[src/design/ucr_pkg.sv]
package ucr_pkg;
  // Register map
  localparam logic [7:0] REG_PCE = 8'h00;
  localparam logic [7:0] REG_SPS = 8'h04;
  localparam logic [7:0] REG_BIT = 8'h08;
  localparam logic [7:0] REG_STAT = 8'h0c;
  // Clock supply gate
  localparam int PCE_UNIT_BIT = 2;
  localparam logic [7:0] PCE_RESET = 8'h04;
  localparam logic [7:0] PCE_MASK = 8'hbd;
  // Prescaler select
  localparam logic [15:0] SPS_RESET = 16'h0000;
  localparam int CODE_W = 4;
  localparam int PRE_W = 15;
  // Line timing
  localparam int CLK_HZ = 125_000_000;
  localparam int LINE_BPS = 9600;
  localparam logic [15:0] BIT_DIV_DEF = 16'((CLK_HZ + LINE_BPS / 2) / LINE_BPS);
  localparam int BIT_SEL_BIT = 16;
  localparam logic [3:0] RX_STOP_IDX = 4'ha;
  localparam logic [3:0] TX_FRAME_BITS = 4'hb;
  // Ring
  localparam int RING_DEPTH = 16;
  localparam int RING_AW = 4;
  localparam logic [RING_AW:0] RING_FULL = 5'h10;
  localparam logic [2:0] REPLY_LEN = 3'h4;
  // Characters
  localparam logic [7:0] CH_T_UP = 8'h54;
  localparam logic [7:0] CH_T_LO = 8'h74;
  localparam logic [7:0] CH_CR = 8'h0d;
  localparam logic [7:0] CH_LF = 8'h0a;
  // Reply codes held in the ring
  typedef enum logic [2:0] {
    CODE_OK = 3'h0,
    CODE_OK_LO = 3'h1,
    CODE_UC = 3'h2,
    CODE_PE = 3'h3,
    CODE_FE = 3'h4,
    CODE_OE = 3'h5
  } ucr_code_t;
  // Responder states, Gray along start, wait, send
  typedef enum logic [1:0] {
    ST_START = 2'b00,
    ST_WAIT = 2'b01,
    ST_SEND = 2'b11
  } ucr_state_t;
endpackage : ucr_pkg

[src/design/ucr_top.sv]
// Summary of operation
// - After reset both channels run, responder waits, receive and error events enabled.
// - An error entry fetched from the ring sends its matching error reply.
// - Error replies are four characters, three kinds at most.
// - First byte loaded directly, later bytes only on transmit-end events.
// - Reply ends after four characters; reception keeps working meanwhile.
// - Ring stores data replies or error entries only when space remains.
// - Each store reports full as 1 when dropped, 0 when stored.
// - Reads return the oldest entry first whenever one is held.
// - Each read reports empty as 1 when nothing read, 0 when valid.
// - Receive-complete queues the matching reply if space, else drops it.
// - Reception error clears any pending receive-complete request.
// - Reception error queues its status if space, else drops it.
// - Transmit-end decrements remaining count, sends next byte while nonzero.
// - Count reaching zero disables transmit-end events and finishes the reply.
// - Unit clock enable bit starts or stops the serial unit clock.
// - Each operation clock is the system clock over two to the code.
// - T gives OK CR LF, t gives ok CR LF, others UC CR LF.
// - Parity, framing, overrun errors give PE, FE, OE then CR LF.
// - Line uses 8 data bits, LSB first, even parity, 9600 bps.
`timescale 1ns/1ps
`default_nettype none
module ucr_top #(
  parameter logic [15:0] BIT_DIV = ucr_pkg::BIT_DIV_DEF
) (
  input wire logic mclk,
  input wire logic resetn,
  input wire logic [7:0] reg_addr,
  input wire logic [31:0] reg_wdata,
  input wire logic reg_wr,
  input wire logic reg_rd,
  input wire logic serial_rx_line,
  output logic [31:0] reg_rdata,
  output logic serial_tx_line
);

  function automatic logic [7:0] reply_char(input logic [2:0] code, input logic [1:0] idx);
    logic [7:0] c;
    c = ucr_pkg::CH_LF;
    unique case (idx)
      2'h0: begin
        unique case (code)
          ucr_pkg::CODE_OK: c = "O";
          ucr_pkg::CODE_OK_LO: c = "o";
          ucr_pkg::CODE_PE: c = "P";
          ucr_pkg::CODE_FE: c = "F";
          ucr_pkg::CODE_OE: c = "O";
          default: c = "U";
        endcase
      end
      2'h1: begin
        unique case (code)
          ucr_pkg::CODE_OK: c = "K";
          ucr_pkg::CODE_OK_LO: c = "k";
          ucr_pkg::CODE_UC: c = "C";
          default: c = "E";
        endcase
      end
      2'h2: c = ucr_pkg::CH_CR;
      2'h3: c = ucr_pkg::CH_LF;
    endcase
    return c;
  endfunction : reply_char

  logic [7:0] pce_q;
  logic [15:0] sps_q, div_q, rx_ph_q, tx_ph_q;
  logic [ucr_pkg::PRE_W-1:0] pre_cnt_q;
  logic [1:0] op_tick;
  logic [2:0] rx_sync_q, rx_code_q, err_code_q, rem_q, cur_code_q;
  logic [3:0] rx_idx_q, tx_bits_q;
  logic [8:0] rx_sh_q;
  logic [9:0] tx_sh_q;
  logic clk_sel_q, rx_s_q, rx_busy_q, tx_done_en_q, tx_end_q, tx_q, put_full_q, get_empty_q;
  logic rx_done_pend_q, rx_err_pend_q, rx_done_en_q, rx_err_en_q;
  logic [7:0] ring_mem [ucr_pkg::RING_DEPTH];
  logic [ucr_pkg::RING_AW-1:0] wr_ptr_q, rd_ptr_q;
  logic [ucr_pkg::RING_AW:0] cnt_q;
  ucr_pkg::ucr_state_t state_q;

  wire unit_run = pce_q[ucr_pkg::PCE_UNIT_BIT];

  // Register decode
  wire wr_pce = reg_wr && (reg_addr == ucr_pkg::REG_PCE);
  wire wr_sps = reg_wr && (reg_addr == ucr_pkg::REG_SPS);
  wire wr_bit = reg_wr && (reg_addr == ucr_pkg::REG_BIT);
  wire [31:0] stat_word = {10'h000, get_empty_q, put_full_q, rx_err_pend_q, rx_done_pend_q,
                           state_q, 1'b0, tx_done_en_q, rx_err_en_q, rx_done_en_q, 1'b0,
                           rem_q, 3'h0, cnt_q};
  wire [31:0] rd_mux =
    (reg_addr == ucr_pkg::REG_PCE) ? {24'h000000, pce_q} :
    (reg_addr == ucr_pkg::REG_SPS) ? {16'h0000, sps_q} :
    (reg_addr == ucr_pkg::REG_BIT) ? {15'h0000, clk_sel_q, div_q} :
    (reg_addr == ucr_pkg::REG_STAT) ? stat_word : 32'h00000000;

  // Software registers; unmapped writes are ignored
  always_ff @(posedge mclk or negedge resetn) begin
    if (!resetn) begin
      pce_q <= ucr_pkg::PCE_RESET;
      sps_q <= ucr_pkg::SPS_RESET;
      div_q <= BIT_DIV;
      clk_sel_q <= 1'b0;
      reg_rdata <= 32'h00000000;
    end else begin
      if (wr_pce) pce_q <= reg_wdata[7:0] & ucr_pkg::PCE_MASK;
      if (wr_sps) sps_q <= {8'h00, reg_wdata[7:0]};
      if (wr_bit) begin
        div_q <= reg_wdata[15:0];
        clk_sel_q <= reg_wdata[ucr_pkg::BIT_SEL_BIT];
      end
      reg_rdata <= reg_rd ? rd_mux : 32'h00000000;
    end
  end

  // Free prescaler counter, frozen while the unit clock is off
  always_ff @(posedge mclk or negedge resetn) begin
    if (!resetn) pre_cnt_q <= '0;
    else if (unit_run) pre_cnt_q <= pre_cnt_q + 1'b1;
  end

  // one enable pulse per 2^code cycles, code zero every cycle
  for (genvar g = 0; g < 2; g++) begin : g_opclk
    wire [ucr_pkg::CODE_W-1:0] code = sps_q[g*ucr_pkg::CODE_W +: ucr_pkg::CODE_W];
    wire [ucr_pkg::PRE_W-1:0] mask = ucr_pkg::PRE_W'((16'h0001 << code) - 16'h0001);
    assign op_tick[g] = unit_run && ((pre_cnt_q & mask) == '0);
  end
  wire tick = op_tick[clk_sel_q];

  // Three-stage pin sync; level moves only when stages two and three agree
  always_ff @(posedge mclk or negedge resetn) begin
    if (!resetn) begin
      rx_sync_q <= 3'h7;
      rx_s_q <= 1'b1;
    end else begin
      rx_sync_q <= {rx_sync_q[1:0], serial_rx_line};
      if (rx_sync_q[1] == rx_sync_q[2]) rx_s_q <= rx_sync_q[2];
    end
  end

  // Receiver sampling at mid-bit
  wire rx_start = unit_run && !rx_busy_q && !rx_s_q;
  wire rx_samp = rx_busy_q && tick && (rx_ph_q == 16'h0000);
  wire rx_end = rx_samp && (rx_idx_q == ucr_pkg::RX_STOP_IDX);
  // even parity over data and parity bit
  wire par_err = ^rx_sh_q;
  wire fr_err = !rx_s_q;
  wire ovr_err = rx_done_pend_q;
  wire rx_bad = par_err || fr_err || ovr_err;
  wire [2:0] err_code = par_err ? ucr_pkg::CODE_PE :
                        fr_err ? ucr_pkg::CODE_FE : ucr_pkg::CODE_OE;
  wire [2:0] data_code = (rx_sh_q[7:0] == ucr_pkg::CH_T_UP) ? ucr_pkg::CODE_OK :
                         (rx_sh_q[7:0] == ucr_pkg::CH_T_LO) ? ucr_pkg::CODE_OK_LO :
                         ucr_pkg::CODE_UC;
  wire ev_done = rx_end && !rx_bad && rx_done_en_q;
  wire ev_err = rx_end && rx_bad && rx_err_en_q;

  always_ff @(posedge mclk or negedge resetn) begin
    if (!resetn) begin
      rx_busy_q <= 1'b0;
      rx_idx_q <= 4'h0;
      rx_ph_q <= 16'h0000;
      rx_sh_q <= 9'h000;
    end else if (rx_start) begin
      rx_busy_q <= 1'b1;
      rx_idx_q <= 4'h0;
      rx_ph_q <= div_q >> 1;
    end else if (rx_busy_q && tick) begin
      if (rx_ph_q != 16'h0000) begin
        rx_ph_q <= rx_ph_q - 16'h0001;
      end else begin
        rx_ph_q <= div_q - 16'h0001;
        rx_idx_q <= rx_idx_q + 4'h1;
        // False start or stop bit ends the frame
        if ((rx_idx_q == 4'h0 && rx_s_q) || rx_end) rx_busy_q <= 1'b0;
        else if (rx_idx_q != 4'h0) rx_sh_q <= {rx_s_q, rx_sh_q[8:1]};
      end
    end
  end

  // Ring write service, error entry first
  wire put_req = unit_run && (rx_err_pend_q || rx_done_pend_q);
  wire svc_err = put_req && rx_err_pend_q;
  wire svc_done = put_req && !rx_err_pend_q;
  wire [2:0] put_code = rx_err_pend_q ? err_code_q : rx_code_q;
  wire ring_full = (cnt_q == ucr_pkg::RING_FULL);
  wire ring_empty = (cnt_q == '0);
  wire do_put = put_req && !ring_full;
  // fetch when idle and not empty
  wire get_try = unit_run && (state_q == ucr_pkg::ST_WAIT);
  wire do_get = get_try && !ring_empty;
  wire [2:0] get_code = ring_mem[rd_ptr_q][2:0];

  // Pending events; a new event wins over its own service
  always_ff @(posedge mclk or negedge resetn) begin
    if (!resetn) begin
      rx_done_pend_q <= 1'b0;
      rx_err_pend_q <= 1'b0;
      rx_code_q <= ucr_pkg::CODE_UC;
      err_code_q <= ucr_pkg::CODE_PE;
    end else begin
      if (ev_err) rx_done_pend_q <= 1'b0;
      else if (ev_done) rx_done_pend_q <= 1'b1;
      // serviced even when full, then dropped
      else if (svc_done) rx_done_pend_q <= 1'b0;
      if (ev_done) rx_code_q <= data_code;
      if (ev_err) rx_err_pend_q <= 1'b1;
      else if (svc_err) rx_err_pend_q <= 1'b0;
      if (ev_err) err_code_q <= err_code;
    end
  end

  // ring storage, no reset needed on data
  always_ff @(posedge mclk) begin
    if (do_put) ring_mem[wr_ptr_q] <= {5'h00, put_code};
  end

  always_ff @(posedge mclk or negedge resetn) begin
    if (!resetn) begin
      wr_ptr_q <= '0;
      rd_ptr_q <= '0;
      cnt_q <= '0;
      put_full_q <= 1'b0;
      get_empty_q <= 1'b1;
    end else begin
      if (do_put) wr_ptr_q <= wr_ptr_q + 1'b1;
      if (do_get) rd_ptr_q <= rd_ptr_q + 1'b1;
      if (do_put && !do_get) cnt_q <= cnt_q + 1'b1;
      else if (do_get && !do_put) cnt_q <= cnt_q - 1'b1;
      if (put_req) put_full_q <= ring_full;
      if (get_try) get_empty_q <= ring_empty;
    end
  end

  // Transmit sequencing
  wire [2:0] rem_dec = rem_q - 3'h1;
  wire tx_ev = tx_end_q && tx_done_en_q;
  wire tx_next = tx_ev && (rem_dec != 3'h0);
  wire tx_load = do_get || tx_next;
  // byte of the fetched or current reply
  wire [7:0] tx_byte = do_get ? reply_char(get_code, 2'h0) :
                       reply_char(cur_code_q, 2'(ucr_pkg::REPLY_LEN - rem_dec));

  // Responder state
  always_ff @(posedge mclk or negedge resetn) begin
    if (!resetn) begin
      state_q <= ucr_pkg::ST_START;
      rx_done_en_q <= 1'b0;
      rx_err_en_q <= 1'b0;
      tx_done_en_q <= 1'b0;
      rem_q <= 3'h0;
      cur_code_q <= ucr_pkg::CODE_UC;
    end else begin
      unique case (state_q)
        ucr_pkg::ST_START: begin
          rx_done_en_q <= 1'b1;
          rx_err_en_q <= 1'b1;
          state_q <= ucr_pkg::ST_WAIT;
        end
        // load count to four on fetch
        ucr_pkg::ST_WAIT: begin
          if (do_get) begin
            cur_code_q <= get_code;
            rem_q <= ucr_pkg::REPLY_LEN;
            tx_done_en_q <= 1'b1;
            state_q <= ucr_pkg::ST_SEND;
          end
        end
        ucr_pkg::ST_SEND: begin
          if (tx_ev) begin
            rem_q <= rem_dec;
            // zero ends reply and masks events
            if (rem_dec == 3'h0) begin
              tx_done_en_q <= 1'b0;
              state_q <= ucr_pkg::ST_WAIT;
            end
          end
        end
      endcase
    end
  end

  // start, data LSB first, even parity, stop
  always_ff @(posedge mclk or negedge resetn) begin
    if (!resetn) begin
      tx_sh_q <= 10'h3ff;
      tx_bits_q <= 4'h0;
      tx_ph_q <= 16'h0000;
      tx_end_q <= 1'b0;
      tx_q <= 1'b1;
    end else begin
      tx_end_q <= 1'b0;
      if (tx_load) begin
        tx_q <= 1'b0;
        tx_sh_q <= {1'b1, ^tx_byte, tx_byte};
        tx_bits_q <= ucr_pkg::TX_FRAME_BITS;
        tx_ph_q <= div_q - 16'h0001;
      end else if (tick && tx_bits_q != 4'h0) begin
        if (tx_ph_q != 16'h0000) begin
          tx_ph_q <= tx_ph_q - 16'h0001;
        end else begin
          tx_ph_q <= div_q - 16'h0001;
          tx_bits_q <= tx_bits_q - 4'h1;
          // Stop bit has had its full time when the count empties
          if (tx_bits_q == 4'h1) begin
            tx_end_q <= 1'b1;
          end else begin
            tx_q <= tx_sh_q[0];
            tx_sh_q <= {1'b1, tx_sh_q[9:1]};
          end
        end
      end
    end
  end

  assign serial_tx_line = tx_q;
endmodule : ucr_top
`default_nettype wire

[config.mk]
export PLATFORM = sky130hd
export DESIGN_NAME = ucr_top
export DESIGN_NICKNAME = d
export VERILOG_FILES = /design/src/design/ucr_pkg.sv /design/src/design/ucr_top.sv
export SDC_FILE = /design/constraint.sdc
export NUM_CORES = 1
export LEC_CHECK = 0
export ABC_AREA = 1
export BUFFER_PORTS_ARGS = -buffer_cell sky130_fd_sc_hd__buf_2
export CAP_MARGIN = 10
export CELL_PAD_IN_SITES_DETAIL_PLACEMENT = 1
export CELL_PAD_IN_SITES_GLOBAL_PLACEMENT = 2
export CORE_MARGIN = 3
export CORE_UTILIZATION = 33
export DETAILED_ROUTE_END_ITERATION = 10
export GPL_TIMING_DRIVEN = 0
export HOLD_SLACK_MARGIN = 0.12
export PLACE_DENSITY = 0.78
export SYNTH_ARGS = -nofsm -noshare
export SYNTH_HDL_FRONTEND = slang
export SYNTH_SLANG_ARGS = --single-unit
[constraint.sdc]
create_clock -name mclk -period 2.75 [get_ports mclk]
set_input_delay 0.1375 -clock mclk [delete_from_list [all_inputs] [get_ports mclk]]
set_output_delay 0.1375 -clock mclk [all_outputs]
set_load 0.05 [all_outputs]
==> results.cfg <==
[cts]
cts_tree = done
htreeDepth = 1
clkSlewWorstSetupHoldPaths_ns = 0.06
cts.path.max_buffers = 3
root_buffer = clkbuf_16
clk_latency_ns = 0.55
numCtsBuffers = 27
clkSinkCount = 213

[global_routing]
grt_antenna_before_repair = 0
grt_max_degree = 98
grt_pass1_vias = 10700
grt_pass1_wl_um = 59700
gr-total-overflow = 0
gr-usage-all-layers_pct = 19.3

[cells_and_area]
nFillCells = 4138
fin_area_um2 = 14800
diodes = 0
fin_cells = 2092
multi_input_area_um2 = 5560
final_common_cell = nand2_1
nets = 1694
most-common-layout-cells = nand2_1 (341), inv_1 (184), dfrtp_1 (132)
drive_above_1_share_pct = 18.9
seq_area_um2 = 5620
syn_to_final_growth_pct = 25.4

[drt]
drc_errors = 0
finalWirelength_um = 37200
routed_via_density = 4.92
dr.pass1.iters = 4
ant_nets = 0
drtIter0Drc = 397
detail_route.wl_per_cell_um = 17.8
vias = 10300

[power]
max-vdd-ir-drop_uv = 515
power_density_nw_per_um2 = 581
total_leakage_power_nw = 6.91

[placed_design]
dp_hpwl_um = 26400
port_buffers = 52
dp_cells = 1972
placed_area_um2 = 12700
post-place-ws_ns = -1.01
place.gp.congestion = 0.832

[floorplan]
rows = 68
core-area_um2 = 34900
dieArea_um2 = 38100
ios = 78
die_w_um = 195
initial_core_util_pct = 33.8
fp.dieH_um = 195

[run]
drv_cap = 0

[yosys]
synth_top_cell_area_share_pct = 28.8
yosysUniqueCellTypes = 54
syn_inst = 1453
yosys.area.top_type = dfrtp_1
ys_seq_elements = 213
synth_top_flop_cell = dfrtp_1
synth_edf_count = 48
synth-seq-area-share_pct = 47.5
synth.avg_cell_area_um2 = 8.12
synth_top_cells_by_area = dfrtp_1 (29%), edfxtp_1 (12%), nand2_1 (11%)
synth_warnings = 0
async_reset_ff_share_pct = 77.5
synth_area_um2 = 11800

[run_status]
violations = negative setup slack
status = complete, but fails checks

[sta]
worstMarginPinSlew_ns = 1.19
final_hold_viol_count = 0
maxSlewViolCount = 0
min_period_over_period_pct = 101
rsz0062_at_grt = yes
finalWorstSetupSlack_ns = -0.0401
finalCriticalPeriod_ns = 2.79
slew-limit-headroom_pct = 19.9
skew_ns = 0.0174
setup_violations = 9
fmax_mhz = 358

[worst_setup_path]
cp_data_arrival_time_ns = 3.25
cp_max_fo = 7
cp-startpoint = sps_q[2]
reg2reg_slack_ns = -0.04
end_kind = flip-flop
r2r-start = sps_q[2]
cp-start-kind = flip-flop
required_ns = 3.21
crit_type = flip-flop to flip-flop

[min_path]
hold_path_class = primary input to asynchronous set/reset pin
[critical path, stage by stage (launching register included)]
cell	delay (ns)
dfrtp_1	0.39
buf_6	0.14
nor2_4	0.18
nand3_2	0.11
ha_4	0.27
o211ai_1	0.07
nor2_1	0.12
nand2_1	0.07
nor2_2	0.13
nand3_2	0.13
a21oi_4	0.21
nand3_4	0.15
buf_12	0.17
nand2_8	0.08
clkinv_8	0.08
buf_6	0.12
nor2_4	0.13
nand2_1	0.08
o21ai_1	0.08
[routing by layer]
| metal | GRT usage, % | vias to the layer above | wire length, um |
|---|---|---|---|
| met5 | 0 | - | 0 |
| met4 | 3.75 | 0 | 742 |
| met3 | 1.86 | 41 | 855 |
| met2 | 32.8 | 119 | 17900 |
| met1 | 27.1 | 5085 | 17700 |
| li1 | - | 5040 | - |
[per-stage QoR]
step	setup TNS [ns]	hold slack, ns	util, %	power (W)
finish	-0.163	0.149	42.4	0.00859
global route	-7.10	0.215	42.4	0.00902
CTS	-0.432	0.164	41.2	0.00858
detailed placement	-43.06	0.160	36.4	0.00483
global placement	-233.35	0.244	36.3	0.00480
floorplan	0	-0.158	-	0.00444
[final timing paths]
path,endpoint,depth (start not counted)
min in group mclk,reg_rdata[2],6
setup reg to reg,rx_idx_q[3],18
hold / removal,rd_ptr_q[2],2
hold reg to reg,rx_sync_q[1],0
max in group asynchronous,sps_q[4],3
setup / recovery,rx_idx_q[3],18
[cell type report]
| type | count | area share (%) |
|---|---|---|
| Buffer | 46 | 2.18 |
| Clock buffer | 39 | 5.43 |
| Clock inverter | 11 | 0.685 |
| Inverter | 199 | 5.19 |
| Multi-Input combinational cell | 1002 | 37.6 |
| Sequential cell | 213 | 38.0 |
| Tap cell | 455 | 3.85 |
| Timing Repair Buffer | 127 | 7.12 |
[kinds of logic (layout without fill, tap and decap cells)]
| logic type | count (synthesis) | in the layout | synth area share [%] |
|---|---|---|---|
| simple gates | 670 | 672 | 24.6 |
| xor+xnor | 64 | 64 | 4.75 |
| mux | 2 | 2 | 0.170 |
| compound gates | 219 | 219 | 10.7 |
| buf+inv | 249 | 422 | 8.56 |
| other cells | 2 | 11 | 0.0637 |
| flops | 213 | 213 | 47.5 |
| fa+ha+maj | 34 | 34 | 3.65 |
[sequential cells by signal (all words and copies together), names as in the netlist, 8 cells and up]
register and flops:
sps_q 8, tx_sh_q 9, pre_cnt_q 15, rx_ph_q 16, div_q 16, ring_mem 48, rx_sh_q 9, tx_ph_q 16
reg_rdata 22
[cell usage after synthesis (3+ instances only)]
library cell  number
a221oi_1           6
nand3_1           81
o221ai_1           4
dfrtp_1          136
o211ai_1          12
nand2_1          360
o22ai_1            5
o311ai_0           3
buf_2             11
xnor2_1            9
o21ai_2            9
nor2_1           129
nand4_1           20
inv_1            190
ha_1              32
nand3_4            3
buf_4             14
o21ai_1           14
inv_2              8
nor2_2             7
nand2_2            4
clkbuf_1          21
xor2_1            55
nor4_1            12
nand3b_1           5
dfstp_2           29
a21oi_1           55
o21ai_0           92
a31oi_1            8
edfxtp_1          48
nor3_1            35
or2_2              7
[timing repair]
| item | in CTS | in global routing |
|---|---|---|
| endpoints found under the setup margin | 122 | 71 |
| hold buffers | 23 | 0 |
| hold endpoints to repair | 107 | 0 |
| pin swaps | 13 | 30 |
| cloned | 3 | 4 |
| setup buffers | 30 | 16 |
| gates resized for setup | 74 | 82 |
[report_power, final]
group | internal (W) | switching (W) | total, W
logic | 0.000565 | 0.000867 | 0.00143
clock network | 0.00213 | 0.00146 | 0.00358
registers | 0.00338 | 0.000188 | 0.00357
total | 0.00608 | 0.00251 | 0.00859
Power figures use the tool's default switching activity.
